[src/dmr_pkg.sv]
// package: field positions, codes and timing for the mode register block
package dmr_pkg;
   // address bus and column address widths in bits
   localparam int unsigned ADDR_W         = 13;
   localparam int unsigned COL_W          = 10;
   // mode register fields
   localparam int unsigned BL_LSB         = 0;
   localparam int unsigned BT_POS         = 3;
   localparam int unsigned CL_LSB         = 4;
   localparam int unsigned TM_LSB         = 7;
   // extended register fields
   localparam int unsigned DLL_POS        = 0;
   localparam int unsigned DRV_POS        = 1;
   // codes
   localparam logic [2:0]  BL_CODE_2      = 3'h1;
   localparam logic [2:0]  BL_CODE_4      = 3'h2;
   localparam logic [2:0]  BL_CODE_8      = 3'h3;
   localparam logic [2:0]  CL_CODE_2      = 3'h2;
   localparam logic [2:0]  CL_CODE_3      = 3'h3;
   localparam logic [2:0]  CL_CODE_25     = 3'h6;
   localparam logic [1:0]  TM_NORMAL      = 2'h0;
   localparam logic [1:0]  TM_DLL_RESET   = 2'h2;
   // values after reset (the device itself has none; this is the model's)
   localparam logic [12:0] MODE_RST       = 13'h0000;
   localparam logic [12:0] EXT_RST        = 13'h0000;
   // load-to-next-command spacing in cycles
   localparam logic [1:0]  LOAD_GAP_CYC   = 2'h2;
   localparam logic [3:0]  CL_HALF_MAX    = 4'h6;
   typedef enum logic [1:0] {
      DMR_IDLE  = 2'b00,
      DMR_WAIT  = 2'b01,
      DMR_BURST = 2'b10
   } dmr_state_t;
endpackage

[src/dmr_core.sv]
// mode and extended mode register decode with burst column order generation
// What this block does
// - A3 picks sequential or interleaved burst order
// - A2..A0 set burst length 2,4,8
// - sequential offsets count up, wrap in block
// - interleaved offsets are start xor counter
// - A6..A4 code CAS latency 2,3,2.5
// - first read data whole CAS latency plus two cycles after the command cycle
// - A8..A7 test field, 10 resets DLL
// - bank select low mode, high extended
// - all strobes low captures address into register
// - extended A1 selects driver strength
// - extended A0 enables delay-locked loop
// - reprogramming allowed while all banks idle
`timescale 1ns/1ps
`default_nettype none
module dmr_core
   import dmr_pkg::*;
(
   // clock and reset
   input  wire logic              sys_clk,
   input  wire logic              rst_b,
   // command and address bus from the controller
   input  wire logic              cs_b,
   input  wire logic              ras_b,
   input  wire logic              cas_b,
   input  wire logic              we_b,
   input  wire logic              bank_sel_lo,
   input  wire logic              bank_sel_hi,
   input  wire logic [12:0]       addr_bus,
   // decoded settings
   output logic [12:0]            mode_reg,
   output logic [12:0]            ext_reg,
   output logic                   burst_interleaved,
   output logic [3:0]             burst_len,
   output logic [3:0]             cas_half_clocks,
   output logic                   dll_reset_req,
   output logic                   dll_enable,
   output logic                   drive_weak,
   output logic                   config_illegal,
   output logic                   load_busy,
   // burst column order and read data timing
   output logic [9:0]             burst_col,
   output logic                   burst_col_valid,
   output logic                   read_data_start
);
   // ----------------------------------------------------------------
   // command decode
   // ----------------------------------------------------------------
   logic       is_load;
   logic       is_read;
   logic [1:0] gap_cnt;
   logic [2:0] bl_code;
   logic [2:0] cl_code;
   logic [2:0] off_mask;
   logic [2:0] start_off;
   logic [2:0] step;
   logic [2:0] next_off;
   logic [9:0] start_col;
   logic [3:0] lat_cnt;
   logic [2:0] cl_whole;
   dmr_state_t state;

   assign is_load = !cs_b && !ras_b && !cas_b && !we_b;
   assign is_read = !cs_b && ras_b && !cas_b && we_b;

   // ----------------------------------------------------------------
   // register capture
   // ----------------------------------------------------------------
   // registers only change on a load addressed to them
   always_ff @(posedge sys_clk or negedge rst_b) begin
      if (!rst_b) begin
         mode_reg <= MODE_RST;
      end else if (is_load && !bank_sel_lo) begin
         mode_reg <= addr_bus;
      end
   end

   always_ff @(posedge sys_clk or negedge rst_b) begin
      if (!rst_b) begin
         ext_reg <= EXT_RST;
      end else if (is_load && bank_sel_lo) begin
         ext_reg <= addr_bus;
      end
   end

   // busy for the load completion time; commands in it are the controller's fault
   always_ff @(posedge sys_clk or negedge rst_b) begin
      if (!rst_b) begin
         gap_cnt <= 2'h0;
      end else if (is_load) begin
         gap_cnt <= LOAD_GAP_CYC;
      end else if (gap_cnt != 2'h0) begin
         gap_cnt <= gap_cnt - 2'h1;
      end
   end
   assign load_busy = (gap_cnt != 2'h0);

   // ----------------------------------------------------------------
   // field decode
   // ----------------------------------------------------------------
   assign bl_code           = mode_reg[BL_LSB +: 3];
   assign cl_code           = mode_reg[CL_LSB +: 3];
   assign burst_interleaved = mode_reg[BT_POS];
   assign dll_reset_req     = (mode_reg[TM_LSB +: 2] == TM_DLL_RESET);
   // polarity not defined: high taken as enable and as weak
   assign dll_enable        = ext_reg[DLL_POS];
   assign drive_weak        = ext_reg[DRV_POS];

   always_comb begin
      burst_len = 4'h0;
      off_mask  = 3'h0;
      case (bl_code)
         BL_CODE_2: begin
            burst_len = 4'h2;
            off_mask  = 3'h1;
         end
         BL_CODE_4: begin
            burst_len = 4'h4;
            off_mask  = 3'h3;
         end
         BL_CODE_8: begin
            burst_len = 4'h8;
            off_mask  = 3'h7;
         end
         default: begin
            burst_len = 4'h0;
            off_mask  = 3'h0;
         end
      endcase
   end

   // half-clock units so 2.5 is exact; reserved gives zero
   always_comb begin
      cas_half_clocks = 4'h0;
      cl_whole        = 3'h0;
      case (cl_code)
         CL_CODE_2: begin
            cas_half_clocks = 4'h4;
            cl_whole        = 3'h2;
         end
         CL_CODE_3: begin
            cas_half_clocks = 4'h6;
            cl_whole        = 3'h3;
         end
         CL_CODE_25: begin
            cas_half_clocks = 4'h5;
            cl_whole        = 3'h2;
         end
         default: begin
            cas_half_clocks = 4'h0;
            cl_whole        = 3'h0;
         end
      endcase
   end

   // never guess a behaviour for a reserved code
   assign config_illegal = (burst_len == 4'h0) || (cas_half_clocks == 4'h0)
                           || (mode_reg[TM_LSB +: 2] != TM_NORMAL && !dll_reset_req);

   // ----------------------------------------------------------------
   // read latency and burst sequencing
   // ----------------------------------------------------------------
   // 2.5 cannot be shown on a single edge clock; data starts on the whole part
   always_ff @(posedge sys_clk or negedge rst_b) begin
      if (!rst_b) begin
         state     <= DMR_IDLE;
         lat_cnt   <= 4'h0;
         start_col <= 10'h000;
         step      <= 3'h0;
      end else begin
         case (state)
            DMR_IDLE: begin
               if (is_read && !config_illegal) begin
                  start_col <= addr_bus[COL_W-1:0];
                  lat_cnt   <= {1'b0, cl_whole} - 4'h1;
                  step      <= 3'h0;
                  state     <= DMR_WAIT;
               end
            end
            DMR_WAIT: begin
               if (lat_cnt == 4'h0) begin
                  state <= DMR_BURST;
               end else begin
                  lat_cnt <= lat_cnt - 4'h1;
               end
            end
            DMR_BURST: begin
               if (step == off_mask) begin
                  state <= DMR_IDLE;
               end else begin
                  step <= step + 3'h1;
               end
            end
            default: begin
               state <= DMR_IDLE;
            end
         endcase
      end
   end

   assign start_off = start_col[2:0] & off_mask;
   always_comb begin
      if (burst_interleaved) begin
         next_off = (start_off ^ step) & off_mask;
      end else begin
         next_off = (start_off + step) & off_mask;
      end
   end

   always_ff @(posedge sys_clk or negedge rst_b) begin
      if (!rst_b) begin
         burst_col       <= 10'h000;
         burst_col_valid <= 1'b0;
         read_data_start <= 1'b0;
      end else begin
         burst_col_valid <= (state == DMR_BURST);
         read_data_start <= (state == DMR_BURST) && (step == 3'h0);
         burst_col       <= {start_col[9:3], (start_col[2:0] & ~off_mask) | next_off};
      end
   end
endmodule
`default_nettype wire

[config.mk]
export PLATFORM = sky130hd
export DESIGN_NAME = dmr_core
export DESIGN_NICKNAME = d
export VERILOG_FILES = /design/src/dmr_pkg.sv /design/src/dmr_core.sv
export SDC_FILE = /design/constraint.sdc
export NUM_CORES = 1
export LEC_CHECK = 0
export ABC_CLOCK_PERIOD_IN_PS = 1900
export BUFFER_PORTS_ARGS = -buffer_cell sky130_fd_sc_hd__buf_2
export CAP_MARGIN = 40
export CORE_MARGIN = 4
export CORE_UTILIZATION = 46
export DETAILED_ROUTE_END_ITERATION = 10
export HOLD_SLACK_MARGIN = 0.15
export PLACE_DENSITY_LB_ADDON = 0.3
export RECOVER_POWER = 25
export SLEW_MARGIN = 20
export SYNTH_ARGS = -nofsm -noshare
export SYNTH_HDL_FRONTEND = slang
export SYNTH_SLANG_ARGS = --single-unit
[constraint.sdc]
create_clock -name sys_clk -period 1.9 [get_ports sys_clk]
set_input_delay 0.19 -clock sys_clk [delete_from_list [all_inputs] [get_ports sys_clk]]
set_output_delay 0.19 -clock sys_clk [all_outputs]
set_load 0.005 [all_outputs]
Word-level counts from Yosys, hierarchy flattened. Index checks and enable logic that the tools add are counted.

Output and inout port bits: 52. Register bits: 59. Input bits: 21. Word-level logic and storage cells: 89.

Equality and inequality tests: 15. Mux-type cells: 17. Bitwise logic cells: 7. $add $sub $neg: 5. Reductions and logical operators: 35.

Operators by type and width (number): 3-bit case mux with 3 select lines (2); 3-bit bitwise AND (4); 3-bit by 2-bit == test with 1-bit output (second input constant) (4); 4-bit zero test (3); 4-bit case mux with 3 select lines (1); 1-bit logical AND (11); 2-bit two-way mux (5); 2-bit inequality test (second input constant) (5); 2-bit nonzero test (5); 3-bit two-way mux (3); 3-bit AND reduction (3); 4-bit two-way mux (2); 4-bit case mux with 2 select lines (1); 1-bit zero test (7); 2-bit case mux with 3 select lines (1); 3-bit case mux with 2 select lines (1); 2-bit == test (second input constant) (2); 2-bit case mux with 2 select lines (1); 3-bit by 1-bit subtractor with 4-bit output (second input constant) (1); 4-bit by 1-bit subtractor with 4-bit output (second input constant) (1); 3-bit by 1-bit adder with 3-bit output (second input constant) (1); 3-bit adder (1); 3-bit by 1-bit == test with 1-bit output (second input constant) (1); 3-bit == test (1); other kinds (11) (12).

Depth between registers and ports, before layout. Gate-level depths: netlist (run 1).

Depth after elaboration: 9. Depth in mapped cells: 8. Mapped depth without buffers: 8.

Worst setup path before layout (run 1). No wires, ideal clock.

Kind: register to register. Start point: register mode_reg[2]. End point: register start_col[3]. Arrival time: 1.757 ns. Setup time: 0.125 ns. Cell stages (with the launch flop): 6. Buffers on the path: 1. Slack: 0.018 ns. Cells stage by stage: dfrtp_1 > o21bai_2 > or3b_4 > nor3_4 > buf_6 > mux2_4.

Cells in the longest elaborated chain, start to end: 8. Elaborated cells between the ends (all ways): 10. Those cells by class: 3 x eq/ne; 1 x mux; 6 x reduce/logical.

RTL lines: from (decl) (RTL line dmr_core.sv:32) `output logic [12:0] mode_reg,`; from (signal assigned) (RTL line dmr_core.sv:75) `mode_reg <= addr_bus;`; 3-bit by 2-bit == test with 1-bit output or 3-bit by 1-bit == test with 1-bit output (tied branches) (RTL line dmr_core.sv:113) `case (bl_code)`; 4-bit case mux with 3 select lines (*) (RTL line dmr_core.sv:113); 4-bit zero test (*) (RTL line dmr_core.sv:158) `assign config_illegal = (burst_len == 4'h0) || (cas_half_clocks == 4'h0)`; 1-bit logical OR (*) (RTL line dmr_core.sv:158); 1-bit logical OR (*) (RTL line dmr_core.sv:159) `|| (mode_reg[TM_LSB +: 2] != TM_NORMAL && !dll_reset_req);`; named net config_illegal (RTL line dmr_core.sv:40) `output logic config_illegal,`; 1-bit zero test (*) (RTL line dmr_core.sv:174) `if (is_read && !config_illegal) begin`; 1-bit logical AND (*) (RTL line dmr_core.sv:174); 2-bit AND reduction (no source line) (*); to (signal assigned) (RTL line dmr_core.sv:175) `start_col <= addr_bus[COL_W-1:0];`; to (decl) (RTL line dmr_core.sv:59) `logic [9:0] start_col;`.

The timed path passes the listed nets; every way through them passes the cells marked *. A chain may end at the register's enable or synchronous reset.

Worst setup path in the final report (run 1).
Start point: register mode_reg[2]. End point: register start_col[2].

Cells in the longest elaborated chain, start to end: 8. Elaborated cells between the ends (all ways): 10. Those cells by class: 3 x eq/ne; 1 x mux; 6 x reduce/logical.

RTL lines (RTL line): 3-bit by 2-bit == test with 1-bit output or 3-bit by 1-bit == test with 1-bit output (tied branches) (dmr_core.sv:113); 4-bit case mux with 3 select lines (*) (dmr_core.sv:113); 4-bit zero test (*) (dmr_core.sv:158); 1-bit logical OR (*) (dmr_core.sv:158); 1-bit logical OR (*) (dmr_core.sv:159); 1-bit zero test (*) (dmr_core.sv:174); 1-bit logical AND (*) (dmr_core.sv:174); 2-bit AND reduction (no source line) (*).

Every way passes the cells marked *; elsewhere a longest branch is shown, timed or not.

==> impl_metrics.tcl, run 1 <==
set metrics [dict create \
    die_w_um 83.1 \
    dp.cells 346 \
    root_buffer "clkbuf_8" \
    worst_path_dominant_cell_family "simple AND/OR/NAND/NOR gates" \
    worst_pin_slew_ns 0.587 \
    cts_tree "done" \
    multi_input_area_um2 1040 \
    grt_start_max_net_pins 36 \
    htree_levels 3 \
    die_area_um2 6900 \
    rsz0062_at_grt "yes" \
    yosysMostFrequentCell "dfrtp_1" \
    top_layer "met4" \
    wire_per_inst_um 14.1 \
    row_count 27 \
    skew_ns 0.00561 \
    drt_wl_total_mm 5.33 \
    min_path_cells 3 \
    clkTransAtPathRegs_ns 0.06 \
    ys_top_cells_by_count "59 x dfrtp_1, 29 x mux2_2, 11 x nand2_1" \
    stdcell_count 379 \
    met3WireLength_um 493 \
    placement.io_buffers 69 \
    hold_viol 0 \
    drc 0 \
    power.leakage_nw 1.77 \
    num-fill-cells 429 \
    finalCriticalPeriod_ns 1.83 \
    ys_warn_count 0 \
    ys_top_cells_by_area "dfrtp_1 57%, mux2_2 13%, mux2_4 4.1%" \
    ant_nets 0 \
    finalMaxSlewViolations 0 \
    ff2ff_path_depth 5 \
    met2_length_mm 2.59 \
    cts_buffers 9 \
    ys_seq_area_share_pct 56.9 \
    path_cells "o21bai_4 > or3b_4 > nor3_4 > buf_6 > mux2_2" \
    cts_buffer_depth 2 \
    maxCapViolCount 0 \
    critPathBufInv 1 \
    synth.top_cell.area_share_pct 56.9 \
    ys.flop_type "dfrtp_1" \
    start_kind "flop" \
    async_reset_ff_share_pct 100 \
    insertion_delay_ns 0.33 \
    fp.dieH_um 83.1 \
    cpPeakStageDelay_ns 0.42 \
    hp-class "in2reg" \
    relSlewSlack_pct 60.9 \
    required_ns 2.11 \
    areaGrowthSynthToFinish_pct 37.2 \
    dpl.hpwl_mm 3.91 \
    status "complete, no violations" \
    drt_iter0_drc 51 \
    crit_arrival_ns 2.05 \
    gp_congestion 0.715 \
    nets 330 \
    netlist_area_um2 2590 \
    critical_path_class "reg2reg" \
    crit_path_max_fanout 6 \
    vdd_ir_drop_max_uv 947 \
    grt_pass1_wl_mm 9.22 \
    gr-usage-all-layers_pct 16.8 \
    first_global_vias 1944 \
    synth-seq-cells 59 \
    regArea_um2 1480 \
    grt_overflow_total 0 \
    post-route-period-util_pct 96.6 \
    drt-pass1-iter-count 4 \
    initial_core_util_pct 47.4 \
    utilization_pct 65.0 \
    power.density_nw_per_um2 1240 \
    setup_viol 0 \
    via_count 1813 \
    layout-drive-gt1-share_pct 48.9 \
    syn-mean-instance-area_um2 13.5 \
    synth_cell_types 44 \
    cp_num_cells 5 \
    viasPerCell 4.78 \
    io_pins 73 \
    syn_inst 192 \
    cts.sinks 59 \
    slowest_stage "or3b_4" \
    synth_top_area_cell "dfrtp_1" \
    core-area_um2 5470 \
    antenna_found_initial 0 \
    worst_setup_path_end_kind "flop" \
    wl_met1_mm 2.20 \
    synth_edf_count 0 \
    fmax_mhz 545 \
    antenna_cells 0 \
]
## logic make-up after synthesis
group / count (synthesis) / synth area share (%)
AO/OA/AOI/OAI: 18 / 5.40
XOR/XNOR: 4 / 1.35
adder cells (fa/ha/maj): 7 / 3.67
buffers and inverters: 17 / 3.67
flip-flops: 59 / 56.9
multiplexers: 41 / 18.6
other: 1 / 0.145
AND/OR/NAND/NOR: 45 / 10.2
## metal layers
layer / global-route usage [%] / vias to the layer above
met5: 0 / -
met4: 5.35 / 0
met3: 8.23 / 5
met2: 27.3 / 62
met1: 19.4 / 866
li1: - / 880
## path summary, 6_finish.rpt
kind | from | end | slack [ns]
setup / recovery | mode_reg[2]$_DFFE_PN0P_ | start_col[2]$_DFFE_PN0P_ | 0.07
hold / removal | cas_b | gap_cnt[0]$_DFFE_PN0P_ | 0.16
setup reg to reg | mode_reg[2]$_DFFE_PN0P_ | start_col[2]$_DFFE_PN0P_ | 0.07
hold reg to reg | start_col[3]$_DFFE_PN0P_ | burst_col[3]$_DFF_PN0_ | 0.39
max in group asynchronous | rst_b | ext_reg[7]$_DFFE_PN0P_ | 0.92
min in group asynchronous | rst_b | burst_col[3]$_DFF_PN0_ | 0.39
## timing repair
item / in CTS / in global routing
resized for setup: 0 / 6
setup endpoints to repair: 0 / 10
hold buffers: 14 / 0
endpoints found under the hold margin: 60 / 0
setup buffers: 0 / 3
## report_power, final
group	internal, mW	total, mW	switching [mW]
Sequential	1.58	1.76	0.182
Combinational	0.714	1.29	0.576
Clock	0.903	1.37	0.471
## per-stage QoR
| step | instance area (µm²) | worst slack, ns | TNS [ns] | hold slack, ns | power (mW) |
|---|---|---|---|---|---|
| global route | 3560 | -0.0119 | -0.0119 | 0.176 | 4.72 |
| floorplan | 2600 | 0.0181 | 0 | -0.106 | 2.50 |
| global placement | 3140 | 0.0767 | 0 | 0.227 | 2.99 |
| finish | 3560 | 0.0653 | 0 | 0.157 | 4.43 |
| CTS | 3520 | 0.0280 | 0 | 0.152 | 4.46 |
| detailed placement | 3140 | 0.0499 | 0 | 0.229 | 3.04 |
## layout make-up
type / instances / area share [%]
inverters: 8 / 0.844
multi-input cells: 117 / 29.2
clock buffers: 11 / 3.97
well taps: 72 / 2.53
clock inverters: 5 / 2.81
repair buffers: 107 / 19.1
flip-flops and latches: 59 / 41.5
## cells in the final DEF, fill, tap and decap left out, drive strengths merged, types with 2 or more instances in the layout
cell type,Yosys,final
buf,9,90
dfrtp,59,59
mux2,37,37
dlygate4sd3,0,14
clkbuf,0,14
nand2,11,11
nor2,10,10
inv,8,8
ha,6,6
nand2b,5,5
o21ai,5,5
nor2b,4,4
mux2i,4,4
bufinv,0,3
nor3,3,3
xnor2,2,2
or4,2,2
xor2,2,2
o31ai,2,2
a31o,2,2
conb,1,2
clkinv,0,2
and2,2,2
a21boi,2,2
## worst min-delay path: cells and delay by family
family        cells  cell delay [ns]
buf+inv           1             0.09
simple gates      2             0.16
Power figures use the tool's default switching activity.
==> run 2, diff against run 1 <==
--- a/config.mk
+++ b/config.mk
@@ -6,9 +6,10 @@
 export NUM_CORES = 1
 export LEC_CHECK = 0
-export ABC_CLOCK_PERIOD_IN_PS = 1900
 export BUFFER_PORTS_ARGS = -buffer_cell sky130_fd_sc_hd__buf_2
 export CAP_MARGIN = 40
+export CELL_PAD_IN_SITES_DETAIL_PLACEMENT = 0
+export CELL_PAD_IN_SITES_GLOBAL_PLACEMENT = 1
 export CORE_MARGIN = 4
-export CORE_UTILIZATION = 46
+export CORE_UTILIZATION = 37
 export DETAILED_ROUTE_END_ITERATION = 10
 export HOLD_SLACK_MARGIN = 0.15
==> constraint.sdc (replaced) <==
create_clock -name sys_clk -period 1.9 [get_ports sys_clk]
set_input_delay 0.19 -clock sys_clk [delete_from_list [all_inputs] [get_ports sys_clk]]
set_output_delay 0.19 -clock sys_clk [all_outputs]
set_load 0.1 [all_outputs]
==> run 2 against run 1 <==
Setup slack got worse by 0.0080 ns; die area rose by 22%; flip-flop and latch count unchanged; first-iteration DRC count is 12% higher; clock skew grew 0.0018 ns; routed wire length grew 5.9%; clock power shrank 6%; hold slack better by 0.11 ns; total power is 41% higher; critical path type is now reg2out; largest cell class unchanged.
==> impl_metrics.tcl, run 2 (synthesis results as in run 1) <==
set metrics [dict create \
    status "complete, no violations" \
    stdcell_count 400 \
    power.density_nw_per_um2 1730 \
    hold_viol 0 \
    cts_tree "done" \
    relSlewSlack_pct 46.7 \
    multi_input_area_um2 1090 \
    grt_overflow_total 0 \
    insertion_delay_ns 0.34 \
    drc 0 \
    dpl.hpwl_mm 3.97 \
    initial_core_util_pct 38.2 \
    power.leakage_nw 1.75 \
    setup_viol 0 \
    layout-drive-gt1-share_pct 54.6 \
    hp-class "in2reg" \
    via_count 1839 \
    grt_use_met2_pct 22.4 \
    fmax_mhz 543 \
    gr-usage-all-layers_pct 14.6 \
    grt.busiest_layer "met2" \
    nets 327 \
    htree_levels 3 \
    finalMaxSlewViolations 0 \
    root_buffer "clkbuf_8" \
    drt-pass1-iter-count 4 \
    slowest_stage "dfrtp_4" \
    viasPerCell 4.60 \
    cts_buffer_depth 2 \
    critPathBufInv 1 \
    start_kind "flop" \
    grt_start_max_net_pins 60 \
    finalSetupTns_ns 0 \
    gp_congestion 0.749 \
    crit_arrival_ns 1.65 \
    post_dp_cell_area_um2 3240 \
    regArea_um2 1500 \
    required_ns 1.71 \
    finalCriticalPeriod_ns 1.84 \
    worst_path_dominant_cell_family "flip-flops" \
    io_pins 73 \
    post-route-period-util_pct 97.0 \
    antenna_found_initial 0 \
    finish.instance_area_um2 3610 \
    antenna_cells 0 \
    utilization_pct 53.2 \
    die_w_um 91.7 \
    layout_common_cells "66 x buf_2, 53 x dfrtp_1, 29 x mux2_2" \
    grt_pass1_wl_mm 9.52 \
    ant_nets 0 \
    fp.dieH_um 91.7 \
    critical_path_class "reg2out" \
    hold_path_startpoint "ras_b" \
    worst_setup_path_end_kind "output port" \
    maxCapViolCount 0 \
    crit_path_start "mode_reg[6]$_DFFE_PN0P_" \
    rsz0062_at_grt "yes" \
    grtUsageMet1_pct 18.2 \
    cts_setup_buffers 0 \
    wire_per_inst_um 14.1 \
    cpPeakStageDelay_ns 0.49 \
    first_global_vias 1960 \
    cts_buffers 9 \
    clkTransAtPathRegs_ns 0.07 \
    drt_iter0_drc 57 \
    core-area_um2 6790 \
    row_count 30 \
    drt_wl_total_mm 5.64 \
    worst_pin_slew_ns 0.800 \
    path_cells "a21boi_4 > or3b_4 > buf_4" \
    placement.io_buffers 69 \
    vdd_ir_drop_max_uv 1050 \
    crit_path_max_fanout 4 \
    final_common_cell "buf_2" \
    num-fill-cells 631 \
    cts.sinks 59 \
    dp.cells 370 \
    skew_ns 0.00743 \
    r2r_start "mode_reg[6]$_DFFE_PN0P_" \
    grtUsageMet3_pct 7.38 \
    p_total_mw 6.24 \
    die_area_um2 8410 \
    areaGrowthSynthToFinish_pct 39.3 \
]
==> run 2: where the power goes <==
part,switching (mW),total [mW],internal [mW]
sequential,0.203,1.80,1.60
clock,0.514,1.29,0.773
combinational,2.43,3.16,0.730
total,3.14,6.24,3.10
==> run 2: path summary, 6_finish.rpt <==
path | endpoint | slack (ns) | cells past startpoint
max reg2reg | start_col[4]$_DFFE_PN0P_ | 0.06 | 5
min | gap_cnt[0]$_DFFE_PN0P_ | 0.27 | 4
min in group asynchronous | ext_reg[2]$_DFFE_PN0P_ | 0.59 | 3
min reg2reg | burst_col[8]$_DFF_PN0_ | 0.38 | 0
max | config_illegal | 0.06 | 3
max in group asynchronous | mode_reg[6]$_DFFE_PN0P_ | 0.70 | 3
==> run 2: area by class of cell <==
cell class,instances,share of cell area (%)
Sequential cell,59,41.4
Clock inverter,6,2.46
Tap cell,96,3.32
Timing Repair Buffer,104,18.1
Clock buffer,10,3.81
Inverter,8,0.831
Multi-Input combinational cell,117,30.1
==> run 2: metal layers <==
metal | routed length [µm] | vias up
met5 | 0 | -
met4 | 46 | 0
met3 | 530 | 5
met2 | 2580 | 70
met1 | 2490 | 883
li1 | - | 881
==> run 2: timing repair <==
action,CTS,global route
resized for setup,3,7
endpoints found under the hold margin,95,0
pin swaps,0,3
hold buffers,14,0
endpoints found under the setup margin,3,8
==> run 2: through the flow <==
stage / setup slack (ns) / hold slack (ns)
detailed placement: 0.0384 / 0.222
global placement: 0.0627 / 0.225
global route: -0.0105 / 0.275
floorplan: -0.844 / -0.106
CTS: 0.0171 / 0.263
finish: 0.0573 / 0.270
==> run 2: worst reg2reg max path: stages, from the launching register on <==
cell	delay [ns]
dfrtp_4	0.49
a21boi_4	0.14
or3b_4	0.43
nor3_4	0.15
buf_4	0.20
mux2_4	0.30
==> run 3, diff against run 2 <==
CORE_UTILIZATION = 35   (was 37)
==> run 3 against run 2 <==
Cell area up 0.35%; clock power shrank 16%; utilization decreased by 2.9 points.
==> impl_metrics.tcl, run 3 (synthesis results as in run 1) <==
set metrics [dict create \
    htree_levels 3 \
    antenna_cells 0 \
    final_common_cell "buf_2" \
    drt_iter0_drc 57 \
    areaGrowthSynthToFinish_pct 39.8 \
    status "complete, no violations" \
    grtUsageMet3_pct 6.01 \
    clkTransAtPathRegs_ns 0.07 \
    start_kind "input pin" \
    dp_slack_ns -0.00505 \
    hold_path_startpoint "we_b" \
    gr-usage-all-layers_pct 14.1 \
    viasPerCell 4.45 \
    crit_path_start "cas_b" \
    grt.busiest_layer "met2" \
    post_dp_cell_area_um2 3230 \
    setup_viol 0 \
    cts_buffers 9 \
    p_total_mw 6.05 \
    crit_arrival_ns 2.08 \
    cts_buffer_depth 2 \
    relSlewSlack_pct 41.0 \
    finalMaxSlewViolations 0 \
    initial_core_util_pct 36.0 \
    cts_tree "done" \
    grt_start_max_net_pins 23 \
    worst_pin_slew_ns 0.884 \
    nets 332 \
    power.leakage_nw 1.76 \
    grt_pass1_wl_mm 9.54 \
    min_path_cells 3 \
    finalCriticalPeriod_ns 1.86 \
    wire_per_inst_um 13.7 \
    antenna_found_initial 0 \
    ff2ff_path_depth 5 \
    fp.dieH_um 94.1 \
    required_ns 2.12 \
    io_pins 73 \
    dpl.hpwl_mm 4.20 \
    hp-class "in2reg" \
    via_count 1817 \
    hold_viol 0 \
    worst_setup_path_end_kind "flop" \
    die_area_um2 8850 \
    root_buffer "clkbuf_8" \
    gp_congestion 0.799 \
    r2r_start "mode_reg[6]$_DFFE_PN0P_" \
    drc 0 \
    core-area_um2 7210 \
    grtUsageMet1_pct 16.8 \
    maxCapViolCount 0 \
    ant_nets 0 \
    finish.instance_area_um2 3630 \
    whs_ns 0.232 \
    vdd_ir_drop_max_uv 1430 \
    critical_path_class "in2reg" \
    grt_use_met2_pct 23.8 \
    rsz0062_at_grt "yes" \
    skew_ns 0.00759 \
    fmax_mhz 537 \
    crit_path_max_fanout 6 \
    row_count 31 \
    drt-pass1-iter-count 4 \
    die_w_um 94.1 \
    layout-drive-gt1-share_pct 52.1 \
    drt_wl_total_mm 5.60 \
    first_global_vias 1937 \
    post-route-period-util_pct 98.1 \
    cts.sinks 59 \
    grt_overflow_total 0 \
    layout_common_cells "65 x buf_2, 53 x dfrtp_1, 29 x mux2_2" \
    insertion_delay_ns 0.33 \
    finalSetupTns_ns 0 \
    power.density_nw_per_um2 1670 \
    placement.io_buffers 69 \
    fin_ws_ns 0.0362 \
]
run 3: worst paths after layout:
path	end	slack, ns
setup reg to reg	start_col[8]$_DFFE_PN0P_	0.04
max in group asynchronous	state[1]$_DFFE_PN0P_	0.48
hold / removal	gap_cnt[1]$_DFFE_PN0P_	0.23
hold reg to reg	burst_col[5]$_DFF_PN0_	0.38
setup / recovery	start_col[8]$_DFFE_PN0P_	0.04
min in group asynchronous	start_col[3]$_DFFE_PN0P_	0.50
run 3: final cells by class:
cell class	instances	area, µm²
Clock buffer	12	135
Fill cell	676	3590
Inverter	8	30.0
Timing Repair Buffer	109	706
Multi-Input combinational cell	117	1080
Sequential cell	59	1500
Clock inverter	4	51.3
Tap cell	99	124
run 3: power breakdown:
group          switching [mW]  internal, mW
clock network           0.477         0.607
registers               0.213          1.60
logic                    2.42         0.736
run 3: through the flow:
| step | std cells | utilization, % |
|---|---|---|
| 5_1_grt | 408 | 50.3 |
| 2_1_floorplan | 193 | - |
| 6_report | 408 | 50.3 |
| 4_1_cts | 407 | 49.9 |
| 3_5_place_dp | 373 | 44.7 |
| 3_3_place_gp | 373 | 44.7 |
run 3: worst max-delay path, cell delays in order:
cell and delay (ns):
dlygate4sd3_1 0.53, buf_2 0.13, or4_4 0.52, nor3_4 0.22
buf_6 0.18, mux2_4 0.31
run 3: per-layer routing:
| layer | vias to the layer above | routed length [µm] | share of wire (%) |
|---|---|---|---|
| met5 | - | 0 | 0 |
| met4 | 0 | 56 | 1.0 |
| met3 | 5 | 430 | 7.7 |
| met2 | 62 | 2620 | 47 |
| met1 | 866 | 2490 | 44 |
| li1 | 884 | - | - |
run 3: repair_timing:
item                                    CTS  global route
hold endpoints to repair                 57             0
pin swaps                                 0             4
resized for setup                         3             7
hold buffers                             18             0
endpoints found under the setup margin   10            22
setup buffers                             0             1
